$ cat src/pkg/timer16_regs.vh
/*
 * Register offsets, field positions, reset values and fixed top values of
 * the 16-bit timer counter with its shared high-byte holding register.
 * Assumes an 8-bit byte-addressed register bus in the processor's I/O space.
 */
`ifndef TIMER16_REGS_VH
`define TIMER16_REGS_VH

// Byte offsets on the register bus
`define CTRL_A_ADDR        8'h00
`define CTRL_B_ADDR        8'h01
`define FLAG_ADDR          8'h02
`define COUNT_LO_ADDR      8'h04
`define COUNT_HI_ADDR      8'h05
`define CAPTURE_LO_ADDR    8'h06
`define CAPTURE_HI_ADDR    8'h07
`define COMPARE_A_LO_ADDR  8'h08
`define COMPARE_A_HI_ADDR  8'h09
`define COMPARE_B_LO_ADDR  8'h0a
`define COMPARE_B_HI_ADDR  8'h0b

// Field positions
`define CTRL_A_WGM_LO_POS  0
`define CTRL_B_CS_POS      0
`define CTRL_B_WGM_HI_POS  3
`define FLAG_OVF_POS       0

// Reset values
`define CTRL_A_RESET       8'h00
`define CTRL_B_RESET       8'h00
`define HOLD_RESET         8'h00
`define WORD_RESET         16'h0000

// Extreme and fixed top values
`define COUNT_BOTTOM       16'h0000
`define COUNT_MAX          16'hffff
`define TOP_8BIT           16'h00ff
`define TOP_9BIT           16'h01ff
`define TOP_10BIT          16'h03ff

// Clock source select codes
`define CS_NONE            3'h0
`define CS_DIRECT          3'h1
`define CS_EXT_FALL        3'h6
`define CS_EXT_RISE        3'h7

`endif

$ cat src/core/timer16_counter.v
/*
 * 16-bit up/down timer counter with compare and capture words, all reached
 * over an 8-bit register bus, all but compare reads through one shared high-byte holding register.
 * Assumes a single-cycle read or write strobe from the processor core, and
 * that prescaler taps and capture events come from logic on mclk_in.
 */
// What this block does
// RL1: Sixteen-bit words moved as two byte accesses
// RL2: One shared high-byte holding register
// RL3: Low-byte write loads holding plus new byte
// RL4: Low-byte read copies upper half into holding
// RL5: Compare reads bypass the holding register
// RL6: Software writes high first, reads low first
// RL7: Software masks interrupts around two-byte accesses
// RL8: One holding write may serve several words
// RL9: Zero clock select stops the counter
// RL10: Counter high location reaches holding register
// RL11: Each tick clears, increments or decrements
// RL12: Counter accessible with or without ticks
// RL13: Processor write beats counting that cycle
// RL14: Four-bit mode split over control A, B
// RL15: Overflow flag set where mode defines
// RL16: Core has clear, direction, max, zero
// RL17: Bottom is 0x0000, maximum 0xFFFF
// RL18: Top fixed, compare A or capture
// RL19: Single-cycle strobes, same-cycle read data
`include "timer16_regs.vh"

module timer16_counter (
  input wire mclk_in,
  input wire reset_n_in,
  input wire [7:0] bus_addr_in,
  input wire bus_write_in,
  input wire bus_read_in,
  input wire [7:0] bus_wdata_in,
  output reg [7:0] bus_rdata_out,
  input wire [3:0] prescale_tap_in,
  input wire ext_count_pin_in,
  input wire capture_event_in,
  output wire [15:0] timer_count_value_out,
  output wire [15:0] compare_value_a_out,
  output wire [15:0] compare_value_b_out,
  output wire [15:0] capture_value_out,
  output wire [3:0] waveform_mode_field_out,
  output wire timer_tick_out,
  output wire counting_down_out,
  output wire top_reached_out,
  output wire max_reached_out,
  output wire bottom_reached_out,
  output wire counter_overflow_flag_out
);
  localparam [3:0] MODE_NORMAL = 4'h0;
  localparam [3:0] MODE_PC8 = 4'h1;
  localparam [3:0] MODE_PC9 = 4'h2;
  localparam [3:0] MODE_PC10 = 4'h3;
  localparam [3:0] MODE_CTC_CMPA = 4'h4;
  localparam [3:0] MODE_FAST8 = 4'h5;
  localparam [3:0] MODE_FAST9 = 4'h6;
  localparam [3:0] MODE_FAST10 = 4'h7;
  localparam [3:0] MODE_PFC_CAP = 4'h8;
  localparam [3:0] MODE_PFC_CMPA = 4'h9;
  localparam [3:0] MODE_PC_CAP = 4'ha;
  localparam [3:0] MODE_PC_CMPA = 4'hb;
  localparam [3:0] MODE_CTC_CAP = 4'hc;
  localparam [3:0] MODE_FAST_CAP = 4'he;
  localparam [3:0] MODE_FAST_CMPA = 4'hf;

  // Mode classes, one-hot
  localparam [3:0] CLASS_NORMAL = 4'b0001;
  localparam [3:0] CLASS_CTC = 4'b0010;
  localparam [3:0] CLASS_FAST = 4'b0100;
  localparam [3:0] CLASS_DUAL = 4'b1000;

  reg [7:0] control_a;
  reg [7:0] control_b;
  reg [7:0] hold_byte;
  reg [15:0] count;
  reg [15:0] compare_a;
  reg [15:0] compare_b;
  reg [15:0] capture;
  reg count_down;
  reg overflow_flag;

  reg [3:0] mode_class;
  reg [15:0] top_value;
  reg top_from_capture;
  reg [15:0] next_count;
  reg next_count_down;
  reg core_clear;
  reg core_step;
  reg core_dir_down;
  reg overflow_event;

  wire [3:0] mode;
  wire tick;
  wire wr_count_lo;
  wire rd_count_lo;
  wire rd_capture_lo;
  wire wr_any_hi;
  wire at_top;
  wire at_max;
  wire at_bottom;

  assign mode = {control_b[`CTRL_B_WGM_HI_POS+1:`CTRL_B_WGM_HI_POS],
                 control_a[`CTRL_A_WGM_LO_POS+1:`CTRL_A_WGM_LO_POS]}; // RL14

  tick_source u_tick_source (
    .mclk_in(mclk_in),
    .reset_n_in(reset_n_in),
    .clock_source_select_in(control_b[`CTRL_B_CS_POS+2:`CTRL_B_CS_POS]),
    .prescale_tap_in(prescale_tap_in),
    .ext_count_pin_in(ext_count_pin_in),
    .timer_tick_out(tick)
  );

  assign wr_count_lo = bus_write_in && (bus_addr_in == `COUNT_LO_ADDR);
  assign rd_count_lo = bus_read_in && (bus_addr_in == `COUNT_LO_ADDR);
  assign rd_capture_lo = bus_read_in && (bus_addr_in == `CAPTURE_LO_ADDR);
  assign wr_any_hi = bus_write_in && ((bus_addr_in == `COUNT_HI_ADDR) ||
                     (bus_addr_in == `CAPTURE_HI_ADDR) ||
                     (bus_addr_in == `COMPARE_A_HI_ADDR) ||
                     (bus_addr_in == `COMPARE_B_HI_ADDR));

  // Mode decode: class and top source
  always @* begin
    top_from_capture = 1'b0;
    case (mode)
      MODE_NORMAL: begin
        mode_class = CLASS_NORMAL;
        top_value = `COUNT_MAX;
      end
      MODE_PC8: begin
        mode_class = CLASS_DUAL;
        top_value = `TOP_8BIT; // RL18
      end
      MODE_PC9: begin
        mode_class = CLASS_DUAL;
        top_value = `TOP_9BIT; // RL18
      end
      MODE_PC10: begin
        mode_class = CLASS_DUAL;
        top_value = `TOP_10BIT; // RL18
      end
      MODE_CTC_CMPA: begin
        mode_class = CLASS_CTC;
        top_value = compare_a; // RL18
      end
      MODE_FAST8: begin
        mode_class = CLASS_FAST;
        top_value = `TOP_8BIT;
      end
      MODE_FAST9: begin
        mode_class = CLASS_FAST;
        top_value = `TOP_9BIT;
      end
      MODE_FAST10: begin
        mode_class = CLASS_FAST;
        top_value = `TOP_10BIT;
      end
      MODE_PFC_CAP, MODE_PC_CAP: begin
        mode_class = CLASS_DUAL;
        top_value = capture; // RL18
        top_from_capture = 1'b1;
      end
      MODE_PFC_CMPA, MODE_PC_CMPA: begin
        mode_class = CLASS_DUAL;
        top_value = compare_a;
      end
      MODE_CTC_CAP: begin
        mode_class = CLASS_CTC;
        top_value = capture;
        top_from_capture = 1'b1;
      end
      MODE_FAST_CAP: begin
        mode_class = CLASS_FAST;
        top_value = capture;
        top_from_capture = 1'b1;
      end
      MODE_FAST_CMPA: begin
        mode_class = CLASS_FAST;
        top_value = compare_a;
      end
      default: begin
        mode_class = CLASS_NORMAL;
        top_value = `COUNT_MAX;
      end
    endcase
  end

  assign at_top = (count == top_value);
  assign at_max = (count == `COUNT_MAX); // RL17
  assign at_bottom = (count == `COUNT_BOTTOM); // RL17

  // Sequence control: drives the core's clear, step and direction
  always @* begin
    core_clear = 1'b0;
    core_step = tick; // RL11
    core_dir_down = 1'b0;
    next_count_down = count_down;
    overflow_event = 1'b0;
    case (mode_class)
      CLASS_NORMAL: begin
        overflow_event = tick && at_max; // RL15
        next_count_down = 1'b0;
      end
      CLASS_CTC: begin
        core_clear = tick && (count >= top_value); // RL11
        overflow_event = tick && at_max; // RL15
        next_count_down = 1'b0;
      end
      CLASS_FAST: begin
        core_clear = tick && (count >= top_value);
        overflow_event = tick && (count >= top_value); // RL15
        next_count_down = 1'b0;
      end
      CLASS_DUAL: begin
        if (count_down) begin
          core_dir_down = !at_bottom;
          overflow_event = tick && at_bottom; // RL15
          if (tick && at_bottom) begin
            next_count_down = 1'b0;
          end
        end else begin
          core_dir_down = (count >= top_value);
          if (tick && (count >= top_value)) begin
            next_count_down = 1'b1;
          end
        end
      end
      default: begin
        next_count_down = 1'b0;
      end
    endcase
  end

  // Counter core: processor write first, then clear, then step
  always @* begin
    if (wr_count_lo) begin
      next_count = {hold_byte, bus_wdata_in}; // RL13 RL3 RL12
    end else if (core_clear) begin
      next_count = `COUNT_BOTTOM; // RL16
    end else if (core_step) begin
      if (core_dir_down) begin
        next_count = count - 16'h0001; // RL16
      end else begin
        next_count = count + 16'h0001;
      end
    end else begin
      next_count = count; // RL9
    end
  end

  always @(posedge mclk_in or negedge reset_n_in) begin
    if (!reset_n_in) begin
      count <= `WORD_RESET;
      count_down <= 1'b0;
    end else begin
      count <= next_count;
      count_down <= next_count_down;
    end
  end

  // Shared holding register: high writes, and low reads of count or capture
  always @(posedge mclk_in or negedge reset_n_in) begin
    if (!reset_n_in) begin
      hold_byte <= `HOLD_RESET;
    end else if (wr_any_hi) begin
      hold_byte <= bus_wdata_in; // RL2 RL10 RL8
    end else if (rd_count_lo) begin
      hold_byte <= count[15:8]; // RL4
    end else if (rd_capture_lo) begin
      hold_byte <= capture[15:8]; // RL4
    end
  end

  // Control, compare and capture words
  always @(posedge mclk_in or negedge reset_n_in) begin
    if (!reset_n_in) begin
      control_a <= `CTRL_A_RESET;
      control_b <= `CTRL_B_RESET;
      compare_a <= `WORD_RESET;
      compare_b <= `WORD_RESET;
      capture <= `WORD_RESET;
    end else begin
      if (bus_write_in && (bus_addr_in == `CTRL_A_ADDR)) begin
        control_a <= bus_wdata_in;
      end
      if (bus_write_in && (bus_addr_in == `CTRL_B_ADDR)) begin
        control_b <= bus_wdata_in;
      end
      if (bus_write_in && (bus_addr_in == `COMPARE_A_LO_ADDR)) begin
        compare_a <= {hold_byte, bus_wdata_in}; // RL3 RL1
      end
      if (bus_write_in && (bus_addr_in == `COMPARE_B_LO_ADDR)) begin
        compare_b <= {hold_byte, bus_wdata_in}; // RL3
      end
      // Capture is writable only while it defines top
      if (bus_write_in && (bus_addr_in == `CAPTURE_LO_ADDR) && top_from_capture) begin
        capture <= {hold_byte, bus_wdata_in}; // RL3
      end else if (capture_event_in && !top_from_capture) begin
        capture <= count;
      end
    end
  end

  // Overflow flag: write one clears, a same-cycle set wins
  always @(posedge mclk_in or negedge reset_n_in) begin
    if (!reset_n_in) begin
      overflow_flag <= 1'b0;
    end else if (overflow_event) begin
      overflow_flag <= 1'b1; // RL15
    end else if (bus_write_in && (bus_addr_in == `FLAG_ADDR) && bus_wdata_in[`FLAG_OVF_POS]) begin
      overflow_flag <= 1'b0;
    end
  end

  // Same-cycle read data; unmapped addresses read zero
  always @* begin
    bus_rdata_out = 8'h00;
    if (bus_read_in) begin
      case (bus_addr_in)
        `CTRL_A_ADDR: bus_rdata_out = control_a;
        `CTRL_B_ADDR: bus_rdata_out = control_b;
        `FLAG_ADDR: bus_rdata_out = {7'h00, overflow_flag};
        `COUNT_LO_ADDR: bus_rdata_out = count[7:0]; // RL19
        `COUNT_HI_ADDR: bus_rdata_out = hold_byte; // RL10
        `CAPTURE_LO_ADDR: bus_rdata_out = capture[7:0];
        `CAPTURE_HI_ADDR: bus_rdata_out = hold_byte;
        `COMPARE_A_LO_ADDR: bus_rdata_out = compare_a[7:0];
        `COMPARE_A_HI_ADDR: bus_rdata_out = compare_a[15:8]; // RL5
        `COMPARE_B_LO_ADDR: bus_rdata_out = compare_b[7:0];
        `COMPARE_B_HI_ADDR: bus_rdata_out = compare_b[15:8]; // RL5
        default: bus_rdata_out = 8'h00;
      endcase
    end
  end

  assign timer_count_value_out = count;
  assign compare_value_a_out = compare_a;
  assign compare_value_b_out = compare_b;
  assign capture_value_out = capture;
  assign waveform_mode_field_out = mode;
  assign timer_tick_out = tick;
  assign counting_down_out = count_down;
  assign top_reached_out = at_top;
  assign max_reached_out = at_max; // RL16
  assign bottom_reached_out = at_bottom; // RL16
  assign counter_overflow_flag_out = overflow_flag;
endmodule // timer16_counter

$ cat src/core/tick_source.v
/*
 * Timer tick selection: none, every cycle, one of four prescaler taps, or an
 * edge of the external count pin after a two-stage synchroniser.
 * Assumes the prescaler taps are one-cycle pulses in the mclk_in domain.
 */
`include "timer16_regs.vh"

module tick_source (
  input wire mclk_in,
  input wire reset_n_in,
  input wire [2:0] clock_source_select_in,
  input wire [3:0] prescale_tap_in,
  input wire ext_count_pin_in,
  output reg timer_tick_out
);
  reg pin_meta;
  reg pin_sync;
  reg pin_last;

  always @(posedge mclk_in or negedge reset_n_in) begin
    if (!reset_n_in) begin
      pin_meta <= 1'b0;
      pin_sync <= 1'b0;
      pin_last <= 1'b0;
    end else begin
      pin_meta <= ext_count_pin_in;
      pin_sync <= pin_meta;
      pin_last <= pin_sync;
    end
  end

  // Zero select leaves the counter without ticks
  always @* begin
    case (clock_source_select_in)
      `CS_NONE: timer_tick_out = 1'b0; // RL9
      `CS_DIRECT: timer_tick_out = 1'b1;
      3'h2: timer_tick_out = prescale_tap_in[0];
      3'h3: timer_tick_out = prescale_tap_in[1];
      3'h4: timer_tick_out = prescale_tap_in[2];
      3'h5: timer_tick_out = prescale_tap_in[3];
      `CS_EXT_FALL: timer_tick_out = pin_last & ~pin_sync;
      `CS_EXT_RISE: timer_tick_out = ~pin_last & pin_sync;
      default: timer_tick_out = 1'b0;
    endcase
  end
endmodule // tick_source

$ cat config.mk
export PLATFORM = sky130hd
export DESIGN_NAME = timer16_counter
export DESIGN_NICKNAME = d
export VERILOG_FILES = /design/src/core/timer16_counter.v /design/src/core/tick_source.v
export VERILOG_INCLUDE_DIRS = /design/src /design/src/pkg
export SDC_FILE = /design/constraint.sdc
export NUM_CORES = 1
export LEC_CHECK = 0
export BUFFER_PORTS_ARGS = -buffer_cell sky130_fd_sc_hd__buf_2
export CORE_UTILIZATION = 45
export CTS_CLUSTER_SIZE = 24
export DETAILED_ROUTE_END_ITERATION = 6
export PLACE_DENSITY = 0.67
export SLEW_MARGIN = 10
export SYNTH_ARGS = -nofsm -noshare
export SYNTH_HDL_FRONTEND = slang
export SYNTH_SLANG_ARGS = --single-unit
$ cat constraint.sdc
create_clock -name mclk_in -period 6.5 [get_ports mclk_in]
set_clock_uncertainty 0.2 [all_clocks]
set_input_delay 0.975 -clock mclk_in [delete_from_list [all_inputs] [get_ports mclk_in]]
set_output_delay 0.975 -clock mclk_in [all_outputs]
set_load 0.02 [all_outputs]
==> results.sh <==
export IMPL_first_pass_iters=5
export IMPL_die_area_um2=14300
export IMPL_setup_tns_ps=0
export IMPL_dpl_hpwl_um=15200
export IMPL_finalCritPeriodShare=0.902
export IMPL_coreArea_um2=13300
export IMPL_drt_iter0_markers=560
export IMPL_ys_ff_latch=93
export IMPL_area_growth_pct=14.2
export IMPL_die_x_um=120
export IMPL_portBuffers=107
export IMPL_row_count=42
export IMPL_synth_nets=727
export IMPL_final_setup_viol_count=0
export IMPL_ctsHoldBuffers=0
export IMPL_worstSetupStartpointType="register"
export IMPL_p_leak_nw=3.51
export IMPL_drv_cap=0
export IMPL_synthCells=670
export IMPL_drcViolationCount=0
export IMPL_synthArstFlopShare=1.00
export IMPL_root_buffer="clkbuf_16"
export IMPL_gp_routability_congestion=0.940
export IMPL_cts_made_buffers=9
export IMPL_required_ps=6560
export IMPL_grt_pass1_wl_um=30600
export IMPL_r2r_start="control_b[3]$_DFFE_PN0P_"
export IMPL_reg2reg_slack_ps=640
export IMPL_grt_pass1_vias=5390
export IMPL_cts_setup_buffers=0
export IMPL_yosysMostFrequentCell="dfrtp_1"
export IMPL_viasPerCell=6.14
export IMPL_crit_arrival_ps=5930
export IMPL_r2r_end="timer_count_value_out[13]$_DFFE_PN0P_"
export IMPL_grt_start_max_net_pins=65
export IMPL_fin_hold_ws_ps=151
export IMPL_power_density_nw_per_um2=277
export IMPL_worstHoldEndpoint="u_tick_source.pin_sync$_DFF_PN0_"
export IMPL_placedCellCount=917
export IMPL_postRouteAntennaNets=0
export IMPL_clk_pin_slew_ps=70
export IMPL_ctsHtreeMaxLevel=3
export IMPL_ys_flop_type="dfrtp_1"
export IMPL_seq_area_frac_synth=0.375
export IMPL_worstMarginPinSlew_ps=1070
export IMPL_ys_warn_count=0
export IMPL_clockBufferDepth=2
export IMPL_hold_depth=0
export IMPL_track_usage=0.287
export IMPL_synth_edff_count=0
export IMPL_rsz0062_at_grt="no"
export IMPL_slew_viol_final=0
export IMPL_hold_class="reg -> reg"
export IMPL_io_pin_count=108
export IMPL_cts_tree="yes"
export IMPL_vdd_drop_max_v=0.000175
export IMPL_rr_worst_depth=20
export IMPL_initial_core_util=0.466
export IMPL_grt_ovfl_total=0
export IMPL_clock_latency_ps=360
export IMPL_fin_nets=809
export IMPL_hp_start="u_tick_source.pin_meta$_DFF_PN0_"
export IMPL_criticalPathCategory="reg -> reg"
export IMPL_die_h_um=120
export IMPL_max_freq_mhz=171
export IMPL_cts_resized_gates=0
export IMPL_synth_commonest_cells="dfrtp_1, nand2_1, a21oi_1"
export IMPL_grt_antenna_before_repair=0
export IMPL_clock_sinks=93
export IMPL_synth_cell_type_count=61
export IMPL_syn_cell_area_um2=6210
export IMPL_fin_cells=933
export IMPL_finalPower_mw=1.96
export IMPL_finalHoldViolCount=0
export IMPL_worstSetupEndpointType="register"
export IMPL_routed_wirelength_um=20100
export IMPL_final_min_clock_period_ps=5860
export IMPL_outcome="finished clean"
export IMPL_drive_gt1_frac=0.263
export IMPL_avgRoutedWirePerCell_um=21.5
export IMPL_antenna_cells=0
export IMPL_syn_avg_cell_area_um2=9.27
export IMPL_maxSlewHeadroom=0.288
export IMPL_crit_path_max_fanout=17
export IMPL_synthTopCellsByArea="dfrtp_1, mux2_2, ha_1"
export IMPL_synth_largest_area_cell="dfrtp_1"
export IMPL_vias=5728
export IMPL_synth_top_cell_area_share=0.375
==> report_power, final <==
group          leakage (nW)  switching [mW]  internal (mW)
sequential             1.27           0.182          0.660
clock                 0.136           0.239          0.271
combinational          2.10           0.363          0.247
total                  3.51           0.784           1.18
==> sequential cells by signal (all words and copies together) (netlist names) <==
register and flops:
counting_down_out 1, control_b 8, timer_count_value_out 16, u_tick_source.pin_meta 1
control_a 8, u_tick_source.pin_sync 1, hold_byte 8, compare_value_a_out 16
compare_value_b_out 16, u_tick_source.pin_last 1, capture_value_out 16, counter_overflow_flag_out 1
==> through the flow <==
stage,utilization,setup WS [ps],cell area (µm²)
floorplan,-,1480,6210
global placement,0.510,989,6810
detailed placement,0.510,732,6810
CTS,0.531,715,7090
global route,0.531,238,7090
finish,0.531,637,7090
==> critical path, stage by stage (launching register included) <==
cell,delay [ps]
dfrtp_1,590
nor2b_1,240
buf_4,180
o21ai_1,530
nor2_1,250
nor2_1,180
ha_1,260
and4_1,230
a31oi_1,200
a21oi_1,100
nor4_2,370
a21oi_2,330
ha_1,470
nand3_1,100
a2bb2oi_1,180
a2111oi_1,620
nor2_1,110
a21oi_1,180
xor2_1,160
a22oi_1,90
a21oi_1,190
==> worst max-delay path by stage <==
stage                                                       end                     start  depth (start not counted)
after floorplan           timer_count_value_out[15]$_DFFE_PN0P_  control_a[0]$_DFFE_PN0P_                         20
after global placement    timer_count_value_out[15]$_DFFE_PN0P_  control_b[3]$_DFFE_PN0P_                         20
after detailed placement  timer_count_value_out[15]$_DFFE_PN0P_  control_b[3]$_DFFE_PN0P_                         20
after CTS                 timer_count_value_out[15]$_DFFE_PN0P_  control_b[3]$_DFFE_PN0P_                         20
after global routing      timer_count_value_out[13]$_DFFE_PN0P_  control_b[3]$_DFFE_PN0P_                         20
final                     timer_count_value_out[13]$_DFFE_PN0P_  control_b[3]$_DFFE_PN0P_                         20
==> cell families after synthesis <==
| logic type | Yosys count | share of synthesized area |
|---|---|---|
| simple gates | 212 | 0.172 |
| mux | 76 | 0.134 |
| buf+inv | 57 | 0.0429 |
| compound gates | 188 | 0.193 |
| xor+xnor | 13 | 0.0205 |
| fa+ha+maj | 31 | 0.0636 |
| flops | 93 | 0.375 |
==> cell type report <==
class,count,area [µm²]
clock buffers,11,243
clock inverters,5,35.0
fillers,1286,6250
inverters,15,56.3
multi-input cells,520,3630
flip-flops and latches,93,2330
well taps,176,220
repair buffers,113,583
==> routing by layer <==
metal | global-route usage | wire [µm] | vias to the layer above
met5 | 0 | 0 | -
met4 | 0.138 | 724 | 0
met3 | 0.0551 | 1300 | 40
met2 | 0.450 | 9210 | 234
met1 | 0.381 | 8850 | 2820
li1 | - | - | 2634
==> placed cells by master, fill, tap and decap left out, drive strengths merged, types with 2 or more instances in the layout <==
cell type / count
a21o: 5
nand2: 71
nor3b: 5
dfrtp: 93
nor4: 8
a21oi: 70
a221oi: 2
and3: 4
nor2b: 9
or2: 2
a2111oi: 2
a22oi: 26
mux2: 56
mux2i: 20
o21ai: 29
nand3b: 3
a222oi: 6
a31oi: 11
inv: 16
or3: 2
and4: 4
nand3: 7
clkinv: 3
o22a: 6
xor2: 3
nor3: 14
a22o: 7
and2: 2
nand2b: 5
clkbuf: 11
o211ai: 3
xnor2: 9
nor2: 67
nand4: 8
a211oi: 12
buf: 113
ha: 30
No activity file was read; power rests on OpenSTA's default activity.
